**src/rtl/fimfl_pkg.sv**
```systemverilog
// Shared constants and types for the interrupt mask and queue level block
package fimfl_pkg;

  // Register addresses on the serial register port
  localparam logic [4:0] ADDR_DATA_A   = 5'h00;
  localparam logic [4:0] ADDR_DATA_B   = 5'h01;
  localparam logic [4:0] ADDR_EVENTS   = 5'h02;
  localparam logic [4:0] ADDR_IRQ_MASK = 5'h03;
  localparam logic [4:0] ADDR_LVL_A    = 5'h04;
  localparam logic [4:0] ADDR_LVL_B    = 5'h05;
  localparam logic [4:0] ADDR_LINE_A   = 5'h06;

  // Reset values
  localparam logic [7:0] IRQ_MASK_RST  = 8'h00;
  localparam logic [7:0] LVL_A_RST     = 8'h01;
  localparam logic [7:0] LVL_B_RST     = 8'h00;
  localparam logic [7:0] LINE_A_RST    = 8'h00;
  localparam logic [7:0] EVENTS_RST    = 8'h00;
  localparam logic [7:0] BYTE_ZERO     = 8'h00;

  // Event bits that clear when the event register is read
  localparam logic [7:0] EVT_CLR_ON_READ = 8'hFC;

  // Event and mask bit positions
  localparam int BIT_SUPPLY = 7;
  localparam int BIT_WAKE   = 6;
  localparam int BIT_TXF_B  = 5;
  localparam int BIT_TXF_A  = 4;
  localparam int BIT_RXF_B  = 3;
  localparam int BIT_RXF_A  = 2;
  localparam int BIT_AVL_B  = 1;
  localparam int BIT_AVL_A  = 0;

  // Line A control fields
  localparam int RATE_HI    = 7;
  localparam int RATE_LO    = 6;
  localparam int LINK_SETUP = 5;
  localparam int AUX_HI     = 4;

  // Line A data rate codes and their rates in units of 0.1 kbps
  localparam logic [1:0]  RATE_FAIL    = 2'h0;
  localparam logic [1:0]  RATE_COM1    = 2'h1;
  localparam logic [1:0]  RATE_COM2    = 2'h2;
  localparam logic [1:0]  RATE_COM3    = 2'h3;
  localparam logic [11:0] KBPS10_COM1  = 12'h030;
  localparam logic [11:0] KBPS10_COM2  = 12'h180;
  localparam logic [11:0] KBPS10_COM3  = 12'h900;

  // Serial frame layout
  localparam int         CMD_WRITE_BIT = 7;
  localparam logic [3:0] SPI_LAST_BIT  = 4'h7;
  localparam logic [3:0] SPI_CNT_ZERO  = 4'h0;

  // Receive queue geometry
  localparam int         RXQ_DEPTH     = 64;
  localparam int         RXQ_PTR_W     = 6;
  localparam logic [6:0] RXQ_ROOM_ONE  = 7'h3F;
  localparam logic [6:0] RXQ_ROOM_TWO  = 7'h3E;

  typedef enum logic [3:0] {
    SPI_IDLE = 4'b0001,
    SPI_CMD  = 4'b0010,
    SPI_DATA = 4'b0100,
    SPI_HOLD = 4'b1000
  } fimfl_spi_state_t;

endpackage : fimfl_pkg

```
**src/rtl/fimfl_rxq_if.sv**
```systemverilog
// Connection between the register block and one receive queue
`timescale 1ns/1ps
`default_nettype none
interface fimfl_rxq_if;
  logic       push;
  logic [7:0] pushData;
  logic       msgDone;
  logic       pop;
  logic [7:0] popData;
  logic [7:0] level;
  logic       empty;

  modport queue (input push, pushData, msgDone, pop,
                 output popData, level, empty);
  modport user  (output push, pushData, msgDone, pop,
                 input popData, level, empty);
endinterface : fimfl_rxq_if
`default_nettype wire

```
**src/rtl/fimfl_rx_queue.sv**
```systemverilog
// Receive queue with a length byte placed ahead of each message
`timescale 1ns/1ps
`default_nettype none
module fimfl_rx_queue
  import fimfl_pkg::*;
(
  // Clock and reset
  input  wire logic  clock,
  input  wire logic  rst_n,
  // Queue port
  fimfl_rxq_if.queue q
);

  logic [7:0]           mem [RXQ_DEPTH];
  logic [RXQ_DEPTH-1:0] hdrMark_ff,  nxt_hdrMark;
  logic [RXQ_PTR_W-1:0] wrPtr_ff,    nxt_wrPtr;
  logic [RXQ_PTR_W-1:0] rdPtr_ff,    nxt_rdPtr;
  logic [RXQ_PTR_W-1:0] hdrPtr_ff,   nxt_hdrPtr;
  logic [RXQ_PTR_W:0]   used_ff,     nxt_used;
  logic [7:0]           level_ff,    nxt_level;
  logic [7:0]           msgCnt_ff,   nxt_msgCnt;
  logic                 inMsg_ff,    nxt_inMsg;
  logic [RXQ_PTR_W-1:0] dataPtr;
  logic [RXQ_PTR_W:0]   addAmt;
  logic [RXQ_PTR_W:0]   subAmt;
  logic                 doPush;
  logic                 doPop;
  logic                 popHdr;

  function automatic logic [RXQ_PTR_W-1:0] fimfl_inc_ptr(
    input logic [RXQ_PTR_W-1:0] p);
    return RXQ_PTR_W'(p + 1'b1);
  endfunction : fimfl_inc_ptr

  assign q.popData = mem[rdPtr_ff];
  assign q.level   = level_ff;
  assign q.empty   = (used_ff == '0);

  // Next pointers, counts and header marks
  always_comb begin
    doPop   = q.pop && (used_ff != '0);
    popHdr  = hdrMark_ff[rdPtr_ff];
    // A new message needs room for its length byte as well
    doPush  = q.push && (inMsg_ff ? (used_ff <= RXQ_ROOM_ONE)
                                  : (used_ff <= RXQ_ROOM_TWO));
    dataPtr = inMsg_ff ? wrPtr_ff : fimfl_inc_ptr(wrPtr_ff);
    addAmt  = doPush ? (inMsg_ff ? 7'h01 : 7'h02) : 7'h00;
    subAmt  = doPop ? 7'h01 : 7'h00;
    nxt_used    = RXQ_PTR_W'(used_ff + addAmt - subAmt) == '0 && 1'b0
                  ? '0 : (RXQ_PTR_W+1)'(used_ff + addAmt - subAmt);
    nxt_wrPtr   = doPush ? fimfl_inc_ptr(dataPtr) : wrPtr_ff;
    nxt_rdPtr   = doPop ? fimfl_inc_ptr(rdPtr_ff) : rdPtr_ff;
    nxt_hdrPtr  = (doPush && !inMsg_ff) ? wrPtr_ff : hdrPtr_ff;
    // Level counts message bytes only, never length bytes
    nxt_level   = 8'(level_ff + {7'h00, doPush}
                  - {7'h00, doPop && !popHdr});
    nxt_msgCnt  = doPush ? (inMsg_ff ? 8'(msgCnt_ff + 1'b1) : 8'h01)
                         : msgCnt_ff;
    nxt_inMsg   = q.msgDone ? 1'b0 : (doPush ? 1'b1 : inMsg_ff);
    if (q.msgDone) begin
      nxt_msgCnt = BYTE_ZERO;
    end
    nxt_hdrMark = hdrMark_ff;
    if (doPop) begin
      nxt_hdrMark[rdPtr_ff] = 1'b0;
    end
    if (doPush && !inMsg_ff) begin
      nxt_hdrMark[wrPtr_ff] = 1'b1;
    end
  end

  // Control registers
  always_ff @(posedge clock or negedge rst_n) begin
    if (!rst_n) begin
      hdrMark_ff <= '0;
      wrPtr_ff   <= '0;
      rdPtr_ff   <= '0;
      hdrPtr_ff  <= '0;
      used_ff    <= '0;
      level_ff   <= BYTE_ZERO;
      msgCnt_ff  <= BYTE_ZERO;
      inMsg_ff   <= 1'b0;
    end else begin
      hdrMark_ff <= nxt_hdrMark;
      wrPtr_ff   <= nxt_wrPtr;
      rdPtr_ff   <= nxt_rdPtr;
      hdrPtr_ff  <= nxt_hdrPtr;
      used_ff    <= nxt_used;
      level_ff   <= nxt_level;
      msgCnt_ff  <= nxt_msgCnt;
      inMsg_ff   <= nxt_inMsg;
    end
  end

  // Storage: data bytes, then the length byte when the message ends
  always_ff @(posedge clock) begin
    if (doPush) begin
      mem[dataPtr] <= q.pushData;
    end
    if (q.msgDone && (inMsg_ff || doPush)) begin
      mem[nxt_hdrPtr] <= nxt_msgCnt == BYTE_ZERO ? 8'(msgCnt_ff
                         + {7'h00, doPush && inMsg_ff}) : nxt_msgCnt;
    end
  end
endmodule : fimfl_rx_queue
`default_nettype wire

```
**src/rtl/fimfl_top.sv**
```systemverilog
// Interrupt mask, receive queue levels and line A control registers
// How it works
// - Supply fault event drives the interrupt only while mask bit 7 is set.
// - Wake-up completion drives the interrupt only while mask bit 6 is set.
// - Channel B transmit fault reaches the interrupt only with mask bit 5.
// - Channel A transmit fault reaches the interrupt only with mask bit 4.
// - Receive faults reach the interrupt via mask bit 3 (B) and 2 (A).
// - Receive fault pins follow their events whatever the mask bits hold.
// - Data ready events reach the interrupt via mask bit 1 (B) and 0 (A).
// - Data ready pins follow their events whatever the mask bits hold.
// - Each level register shows its queue's message byte count a clock late; level A resets to 01.
// - A length byte heads each message and is left out of the level.
// - Bits 7:6 of line A control choose the line A data rate.
// - Successful link setup writes the detected rate into line A rate.
// - Rate codes: 00 failure at 230.4k, 01 4.8k, 10 38.4k, 11 230.4k.
// - Data ready sets when a queue leaves empty, clears on data read.
`timescale 1ns/1ps
`default_nettype none
module fimfl_top
  import fimfl_pkg::*;
(
  // Clock and reset
  input  wire logic        clock,
  input  wire logic        rst_n,
  // Serial register port
  input  wire logic        spiClk,
  input  wire logic        spiSelN,
  input  wire logic        spiMosi,
  output logic             spiMiso,
  output logic             spiMisoOeN,
  // Open-drain interrupt request
  output logic             irqOut,
  output logic             irqOeN,
  // Event sources
  input  wire logic        supplyFaultEvent,
  input  wire logic        txFaultEventA,
  input  wire logic        txFaultEventB,
  input  wire logic        rxFaultEventA,
  input  wire logic        rxFaultEventB,
  // Framer receive streams
  input  wire logic        rxPushA,
  input  wire logic [7:0]  rxDataA,
  input  wire logic        rxMsgDoneA,
  input  wire logic        rxPushB,
  input  wire logic [7:0]  rxDataB,
  input  wire logic        rxMsgDoneB,
  // Link setup sequencer of line A
  input  wire logic        linkSetupDone,
  input  wire logic        linkSetupOk,
  input  wire logic [1:0]  linkSetupRate,
  // Indicator pins
  output logic             rxFaultPinA,
  output logic             rxFaultPinB,
  output logic             rxAvailPinA,
  output logic             rxAvailPinB,
  // Line A control outputs
  output logic [1:0]       lineARate,
  output logic             lineALinkSetupStart,
  output logic [4:0]       lineAAuxCtrl,
  output logic [11:0]      lineARateKbps10,
  output logic             lineARateFail
);

  fimfl_rxq_if qa ();
  fimfl_rxq_if qb ();

  fimfl_rx_queue u_queueA (.clock(clock), .rst_n(rst_n), .q(qa.queue));
  fimfl_rx_queue u_queueB (.clock(clock), .rst_n(rst_n), .q(qb.queue));

  logic             clkMeta_ff, clkSync_ff, clkPrev_ff;
  logic             selMeta_ff, selSync_ff;
  logic             mosiMeta_ff, mosiSync_ff;
  fimfl_spi_state_t state_ff,    nxt_state;
  logic [3:0]       bitCnt_ff,   nxt_bitCnt;
  logic [7:0]       shiftIn_ff,  nxt_shiftIn;
  logic [7:0]       shiftOut_ff, nxt_shiftOut;
  logic [7:0]       cmd_ff,      nxt_cmd;
  logic             miso_ff,     nxt_miso;
  logic             misoOeN_ff,  nxt_misoOeN;
  logic [7:0]       mask_ff,     nxt_mask;
  logic [7:0]       line_ff,     nxt_line;
  logic [7:0]       evt_ff,      nxt_evt;
  logic [7:0]       lvlA_ff,     lvlB_ff;
  logic             emptyPrevA_ff, emptyPrevB_ff;
  logic             irqOeN_ff;
  logic [11:0]      kbps_ff,     nxt_kbps;
  logic             rateFail_ff;
  logic             sclkRise, sclkFall;
  logic [7:0]       cmdNow, rdValue, evtSet, evtClr;
  logic             rdStrobe, wrStrobe;
  logic             availSetA, availSetB;

  // Pin synchronisers; the first stage feeds only the second
  always_ff @(posedge clock or negedge rst_n) begin
    if (!rst_n) begin
      clkMeta_ff  <= 1'b0;
      clkSync_ff  <= 1'b0;
      clkPrev_ff  <= 1'b0;
      selMeta_ff  <= 1'b1;
      selSync_ff  <= 1'b1;
      mosiMeta_ff <= 1'b0;
      mosiSync_ff <= 1'b0;
    end else begin
      clkMeta_ff  <= spiClk;
      clkSync_ff  <= clkMeta_ff;
      clkPrev_ff  <= clkSync_ff;
      selMeta_ff  <= spiSelN;
      selSync_ff  <= selMeta_ff;
      mosiMeta_ff <= spiMosi;
      mosiSync_ff <= mosiMeta_ff;
    end
  end

  assign sclkRise = clkSync_ff && !clkPrev_ff;
  assign sclkFall = !clkSync_ff && clkPrev_ff;
  assign cmdNow   = {shiftIn_ff[6:0], mosiSync_ff};

  // Read mux for the register addressed by the command just taken
  always_comb begin
    case (cmdNow[4:0])
      ADDR_DATA_A:   rdValue = qa.popData;
      ADDR_DATA_B:   rdValue = qb.popData;
      ADDR_EVENTS:   rdValue = evt_ff;
      ADDR_IRQ_MASK: rdValue = mask_ff;
      ADDR_LVL_A:    rdValue = lvlA_ff;
      ADDR_LVL_B:    rdValue = lvlB_ff;
      ADDR_LINE_A:   rdValue = line_ff;
      default:       rdValue = BYTE_ZERO;
    endcase
  end

  // Serial frame: command byte, then one data byte in or out
  always_comb begin
    nxt_state    = state_ff;
    nxt_bitCnt   = bitCnt_ff;
    nxt_shiftIn  = shiftIn_ff;
    nxt_shiftOut = shiftOut_ff;
    nxt_cmd      = cmd_ff;
    nxt_miso     = miso_ff;
    nxt_misoOeN  = selSync_ff;
    rdStrobe     = 1'b0;
    wrStrobe     = 1'b0;
    if (selSync_ff) begin
      nxt_state  = SPI_IDLE;
      nxt_bitCnt = SPI_CNT_ZERO;
    end else begin
      case (state_ff)
        SPI_IDLE: begin
          nxt_state = SPI_CMD;
        end
        SPI_CMD: begin
          if (sclkRise) begin
            nxt_shiftIn = cmdNow;
            nxt_bitCnt  = 4'(bitCnt_ff + 1'b1);
            if (bitCnt_ff == SPI_LAST_BIT) begin
              nxt_cmd      = cmdNow;
              nxt_bitCnt   = SPI_CNT_ZERO;
              nxt_state    = SPI_DATA;
              rdStrobe     = !cmdNow[CMD_WRITE_BIT];
              nxt_shiftOut = cmdNow[CMD_WRITE_BIT] ? BYTE_ZERO : rdValue;
            end
          end
        end
        SPI_DATA: begin
          if (sclkFall) begin
            nxt_miso     = shiftOut_ff[7];
            nxt_shiftOut = {shiftOut_ff[6:0], 1'b0};
          end
          if (sclkRise) begin
            nxt_shiftIn = cmdNow;
            nxt_bitCnt  = 4'(bitCnt_ff + 1'b1);
            if (bitCnt_ff == SPI_LAST_BIT) begin
              wrStrobe  = cmd_ff[CMD_WRITE_BIT];
              nxt_state = SPI_HOLD;
            end
          end
        end
        SPI_HOLD: begin
          nxt_state = SPI_HOLD;
        end
        default: begin
          nxt_state = SPI_IDLE;
        end
      endcase
    end
  end

  always_ff @(posedge clock or negedge rst_n) begin
    if (!rst_n) begin
      state_ff    <= SPI_IDLE;
      bitCnt_ff   <= SPI_CNT_ZERO;
      shiftIn_ff  <= BYTE_ZERO;
      shiftOut_ff <= BYTE_ZERO;
      cmd_ff      <= BYTE_ZERO;
      miso_ff     <= 1'b0;
      misoOeN_ff  <= 1'b1;
    end else begin
      state_ff    <= nxt_state;
      bitCnt_ff   <= nxt_bitCnt;
      shiftIn_ff  <= nxt_shiftIn;
      shiftOut_ff <= nxt_shiftOut;
      cmd_ff      <= nxt_cmd;
      miso_ff     <= nxt_miso;
      misoOeN_ff  <= nxt_misoOeN;
    end
  end

  // Queue hookup; reading a data register pops its queue
  assign qa.push     = rxPushA;
  assign qa.pushData = rxDataA;
  assign qa.msgDone  = rxMsgDoneA;
  assign qa.pop      = rdStrobe && (cmdNow[4:0] == ADDR_DATA_A);
  assign qb.push     = rxPushB;
  assign qb.pushData = rxDataB;
  assign qb.msgDone  = rxMsgDoneB;
  assign qb.pop      = rdStrobe && (cmdNow[4:0] == ADDR_DATA_B);
  assign availSetA   = emptyPrevA_ff && !qa.empty;
  assign availSetB   = emptyPrevB_ff && !qb.empty;

  // Events, mask, line A control and rate decode
  always_comb begin
    evtSet = {supplyFaultEvent, linkSetupDone, txFaultEventB, txFaultEventA,
              rxFaultEventB, rxFaultEventA, availSetB, availSetA};
    evtClr = BYTE_ZERO;
    if (rdStrobe && cmdNow[4:0] == ADDR_EVENTS) begin
      evtClr = EVT_CLR_ON_READ;
    end
    evtClr[BIT_AVL_A] = qa.pop;
    evtClr[BIT_AVL_B] = qb.pop;
    nxt_evt  = (evt_ff & ~evtClr) | evtSet; // Set wins over clear
    nxt_mask = mask_ff;
    nxt_line = line_ff;
    if (wrStrobe && cmd_ff[4:0] == ADDR_IRQ_MASK) begin
      nxt_mask = cmdNow;
    end
    if (wrStrobe && cmd_ff[4:0] == ADDR_LINE_A) begin
      nxt_line = cmdNow;
    end
    if (linkSetupDone) begin
      nxt_line[RATE_HI:RATE_LO] = linkSetupOk ? linkSetupRate
                                              : RATE_FAIL;
      nxt_line[LINK_SETUP]      = 1'b0;
    end
    case (line_ff[RATE_HI:RATE_LO])
      RATE_COM1: nxt_kbps = KBPS10_COM1;
      RATE_COM2: nxt_kbps = KBPS10_COM2;
      default:   nxt_kbps = KBPS10_COM3;
    endcase
  end

  always_ff @(posedge clock or negedge rst_n) begin
    if (!rst_n) begin
      evt_ff        <= EVENTS_RST;
      mask_ff       <= IRQ_MASK_RST;
      line_ff       <= LINE_A_RST;
      lvlA_ff       <= LVL_A_RST;
      lvlB_ff       <= LVL_B_RST;
      emptyPrevA_ff <= 1'b1;
      emptyPrevB_ff <= 1'b1;
      irqOeN_ff     <= 1'b1;
      kbps_ff       <= KBPS10_COM3;
      rateFail_ff   <= 1'b1;
    end else begin
      evt_ff        <= nxt_evt;
      mask_ff       <= nxt_mask;
      line_ff       <= nxt_line;
      lvlA_ff       <= qa.level;
      lvlB_ff       <= qb.level;
      emptyPrevA_ff <= qa.empty;
      emptyPrevB_ff <= qb.empty;
      irqOeN_ff     <= ~|(evt_ff & mask_ff);
      kbps_ff       <= nxt_kbps;
      rateFail_ff   <= line_ff[RATE_HI:RATE_LO] == RATE_FAIL;
    end
  end

  assign spiMiso             = miso_ff;
  assign spiMisoOeN          = misoOeN_ff;
  assign irqOut              = 1'b0;
  assign irqOeN              = irqOeN_ff;
  assign rxFaultPinA         = evt_ff[BIT_RXF_A];
  assign rxFaultPinB         = evt_ff[BIT_RXF_B];
  assign rxAvailPinA         = evt_ff[BIT_AVL_A];
  assign rxAvailPinB         = evt_ff[BIT_AVL_B];
  assign lineARate           = line_ff[RATE_HI:RATE_LO];
  assign lineALinkSetupStart = line_ff[LINK_SETUP];
  assign lineAAuxCtrl        = line_ff[AUX_HI:0];
  assign lineARateKbps10     = kbps_ff;
  assign lineARateFail       = rateFail_ff;
endmodule : fimfl_top
`default_nettype wire

```
**config.mk**
```make
export PLATFORM = sky130hd
export DESIGN_NAME = fimfl_top
export DESIGN_NICKNAME = d
export VERILOG_FILES = /design/src/rtl/fimfl_pkg.sv /design/src/rtl/fimfl_rxq_if.sv /design/src/rtl/fimfl_rx_queue.sv /design/src/rtl/fimfl_top.sv
export SDC_FILE = /design/constraint.sdc
export NUM_CORES = 2
export LEC_CHECK = 0
export BUFFER_PORTS_ARGS = -buffer_cell sky130_fd_sc_hd__buf_4
export CAP_MARGIN = 20
export CORE_ASPECT_RATIO = 1.2
export CORE_MARGIN = 3
export CORE_UTILIZATION = 46
export DETAILED_ROUTE_END_ITERATION = 8
export GPL_ROUTABILITY_DRIVEN = 0
export GPL_TIMING_DRIVEN = 1
export SYNTH_ARGS = -nofsm -noshare
export SYNTH_HDL_FRONTEND = slang
export SYNTH_SLANG_ARGS = --single-unit
export TNS_END_PERCENT = 100
```
**constraint.sdc**
```tcl
create_clock -name clock -period 5.8 [get_ports clock]
set_clock_uncertainty 0.05 [all_clocks]
set_input_delay 0.87 -clock clock [delete_from_list [all_inputs] [get_ports clock]]
set_output_delay 0.87 -clock clock [all_outputs]
set_load 0.005 [all_outputs]
```
==> qor_table.md <==
| Metric | Reported |
|---|---|
| Worst reg2reg endpoint | u_queueB.q.level[7] |
| Synth Register Bits | 1322 |
| Wire per inst | 32.9 um |
| Min-Delay Path Class | primary input to async pin |
| Average footprint of a synthesized cell | 13.1 sq um |
| Sinks on the clock net | 1322 |
| Synth Cell Area | 0.0685 sq mm |
| Multi-input logic area | 0.0282 sq mm |
| Hold slack | 62.4 ps |
| Total of hold buffers inserted after clock tree synthesis | 0 |
| Slew @ Worst Pin | 1240 ps |
| Highest achievable clock rate | 214 MHz |
| CTS buffer count | 145 |
| Total number of vias | 47800 |
| Antenna violation net count after detailed routing | 0 |
| Vias in the first global route | 47700 |
| Max incr delay on CP | 530 ps |
| Number of flops mapped to enable cells by yosys | 1024 |
| Count of endpoints failing setup in the final report | 0 |
| DRC Markers | 0 |
| Number of cells in the design after placement | 6988 |
| Cell type contributing the most total cell area after synthesis | edfxtp_1 |
| Vertical extent of the die | 429 um |
| CTS Root Buffer Type | clkbuf_16 |
| Clock-pin slew on the worst setup and hold paths | 60 ps |
| Row count | 154 |
| Detailed placer's ending HPWL | 152000 um |
| Number of library cell types mapped by synthesis | 90 |
| Unrepaired setup endpoints after global routing | no |
| Die span in x | 358 um |
| Bufs and invs on worst path | 2 |
| Global-route total usage across every layer | 0.306 |
| Shortest period the worst path allows | 4660 ps |
| Signed area change from the synthesized netlist to the final layout | 11.0% |
| Net count reported at finish | 5287 |
| Sequential area share after synthesis | 0.558 |
| Worst endpoint required time | 6460 ps |
| Number of instances resized during post-cts repair | 0 |
| Proportion of register bits with asynchronous set or reset after synthesis | 0.225 |
| Initial Utilization | 0.465 |
| Clock latency on the worst-skew pair | 790 ps |
| Routed wire length | 239000 um |
| Cell Count, Final, Fillers Out | 7259 |
| P per Cell Area | 303 mW/mm^2 |
| Headroom to the max-slew limit | 0.172 |
| Cell family with the largest share of critical-path delay | simple AND/OR/NAND/NOR gates |
| Status | finished, final reports clean |
| Synth top cells by count | mux2_2, edfxtp_1, o21ai_0, clkbuf_1, dfrtp_1 |
| Top_reg_cell synth | edfxtp_1 |
| Launch point of the worst reg-to-reg path | state_ff[3] |
| Total Negative Setup Slacks | 0 ps |
| Router iterations before antenna repair | 6 |
| TritonCTS clock tree | yes |
| Total of buffers placed on input and output ports | 54 |
| Count of final hold-check violations | 0 |
| Pin count of the biggest net entering global routing | 127 |
| Share of cells above drive strength 1 | 0.321 |
| Share of the cycle needed by the critical path after routing | 0.804 |
| FF-to-FF path depth | 16 |
| DRC marker count from the first detailed-route iteration | 5501 |
| CP startpoint kind | register |
| Top-level I/O count | 63 |
| Max-slew violations | 0 |
| Maximum fanout encountered on the critical timing path | 14 |
| Avg Vias per Cell | 6.58 |
| Worst path most repeated cell | a21oi_1 |
| Core Area | 0.147 sq mm |
| Area occupied by registers | 0.0382 sq mm |
| Cell type of the slowest stage on the worst timing path | nor4_4 |
| Congestion Overflow GR | 0 |
| Total power of the final layout | 23000 uW |
| First-pass GRT wire length | 344000 um |
| Count of fill cells added during filler insertion | 12800 |
| Number of buffers added for setup after CTS | 0 |
| Startpoint of the most critical setup path | state_ff[3] |
| Antenna violations before repair | 6 |
| Gate count of the mapped netlist | 5221 |
| CTS H-tree depth | 4 |
| Die outline area | 0.154 sq mm |
| Critical path class | register to register |
| Kind of end point of the critical path | register |
| Most common cell in the synthesized netlist | mux2_2 |
| Number of warnings reported in the yosys synthesis log | 0 |
| Cell chain of the critical path | or3_1 -> nor4_4 -> nand2b_1 -> nor3_2 -> buf_4 -> nor4b_1 -> ha_1 -> inv_1 -> ha_1 -> a21o_1 -> a21oi_1 -> o21bai_1 -> a21oi_1 -> o21bai_1 -> a21oi_1 -> xnor2_1 |
| Worst vdd ir | 324 uV |
| Area fraction of the dominant cell type after synthesis | 0.449 |
| Biggest area contributors in the synthesized netlist | edfxtp_1, mux2_2, dfrtp_1, o21ai_0, a22oi_1 |
| R2R Setup Slk | 1140 ps |
| Max Root-Sink Buffers | 3 |
| Crit path DAT | 5330 ps |
| Static leakage | 0.0252 uW |
| Max-cap violations | 0 |
[sequential cells by signal, indices dropped and copies added (netlist names), 7 cells and up]
| register | count |
|---|---|
| shiftOut_ff | 8 |
| shiftIn_ff | 7 |
| u_queueB.msgCnt_ff | 8 |
| u_queueA.hdrMark_ff | 64 |
| line_ff | 8 |
| evt_ff | 8 |
| u_queueA.msgCnt_ff | 8 |
| u_queueA.used_ff | 7 |
| u_queueB.used_ff | 7 |
| mask_ff | 8 |
| u_queueA.q.level | 8 |
| u_queueB.hdrMark_ff | 64 |
| lvlA_ff | 8 |
| u_queueB.mem | 512 |
| u_queueA.mem | 512 |
| u_queueB.q.level | 8 |
| lvlB_ff | 8 |
[worst reg2reg max path: stages, from the launching register on]
cell	delay, ps
dfrtp_1	480
or3_1	410
nor4_4	530
nand2b_1	420
nor3_2	350
buf_4	310
nor4b_1	310
ha_1	270
inv_1	80
ha_1	280
a21o_1	160
a21oi_1	230
o21bai_1	90
a21oi_1	240
o21bai_1	100
a21oi_1	170
xnor2_1	130
[final cells by class]
class                   instances  area share
clock buffers                 213      0.0545
repair buffers                270      0.0286
inverters                      88     0.00435
clock inverters                53     0.00662
diodes                          2   0.0000658
multi-input cells            3361       0.371
well taps                    1950      0.0321
flip-flops and latches       1322       0.503
[cells in the final DEF (no fill, tap or decap), types with 15 or more instances in the layout]
cell type,netlist,final
a221o_1,15,15
a22oi_1,211,211
dfrtp_1,287,281
nand3_1,86,86
o21bai_1,64,64
clkinv_1,0,15
a21oi_1,102,100
nor2_1,136,124
clkinv_2,0,16
nor3_1,30,26
clkbuf_8,0,15
nand2b_1,23,23
o21ai_1,10,32
nor4_1,17,15
clkbuf_16,0,150
mux4_2,46,46
xnor2_1,47,46
nor3_2,64,68
mux2_1,75,75
o21ai_0,408,385
nand4_1,24,24
nand2_1,280,279
a21o_1,17,16
clkbuf_1,303,48
edfxtp_1,1024,1024
a221oi_1,86,86
a31oi_1,62,61
buf_4,10,254
a22o_1,53,53
ha_1,61,61
xor2_1,23,22
o22ai_1,26,26
mux2_2,1034,1034
inv_1,87,87
nor2b_1,35,31
mux2i_1,104,104
[layer usage]
| metal | GRT usage | vias up | wire length (um) |
|---|---|---|---|
| li1 | - | 20100 | - |
| met1 | 0.369 | 24500 | 87300 |
| met2 | 0.501 | 2446 | 115000 |
| met3 | 0.0543 | 749 | 18300 |
| met4 | 0.201 | 2 | 18100 |
| met5 | 0 | - | 13 |
[stage by stage]
stage | cell area [sq um] | setup slack [ps] | util
2_1_floorplan | 68500 | 1560 | -
3_3_place_gp | 71300 | 1160 | 0.484
3_5_place_dp | 71300 | 1100 | 0.484
4_1_cts | 76000 | 1120 | 0.515
5_1_grt | 76000 | 843 | 0.516
6_report | 76000 | 1140 | 0.516
[cells by family (layout without fill, tap and decap cells)]
family,after synthesis,count (layout),share of synthesized area
AOI/OAI and AO/OA,1171,1171,0.113
xor gates and xnor gates,70,70,0.00895
adders and majority gates,65,65,0.0123
buffers and inverters,545,624,0.0341
DFF,1322,1322,0.558
muxes,1259,1259,0.213
other,1,10,0.0000547
and+or+nand+nor,788,788,0.0608
[worst max-delay path by stage]
stage,endpoint,slack (ps),depth (start not counted)
global route,u_queueB.q.level[7],840,16
global placement,u_queueB.q.level[7],1160,16
floorplan,u_queueB.q.level[7],1560,20
CTS,u_queueB.q.level[6],1120,16
finish,u_queueB.q.level[7],1140,16
detailed placement,u_queueB.mem[59][5],1100,11
[report_power, final]
group / internal, uW / leakage (uW) / switching [uW]
logic: 1020 / 0.0104 / 1960
clock network: 5240 / 0.00225 / 3950
registers: 10600 / 0.0125 / 296
total: 16800 / 0.0252 / 6210
Note: power is estimated with default switching activity, not from simulation.
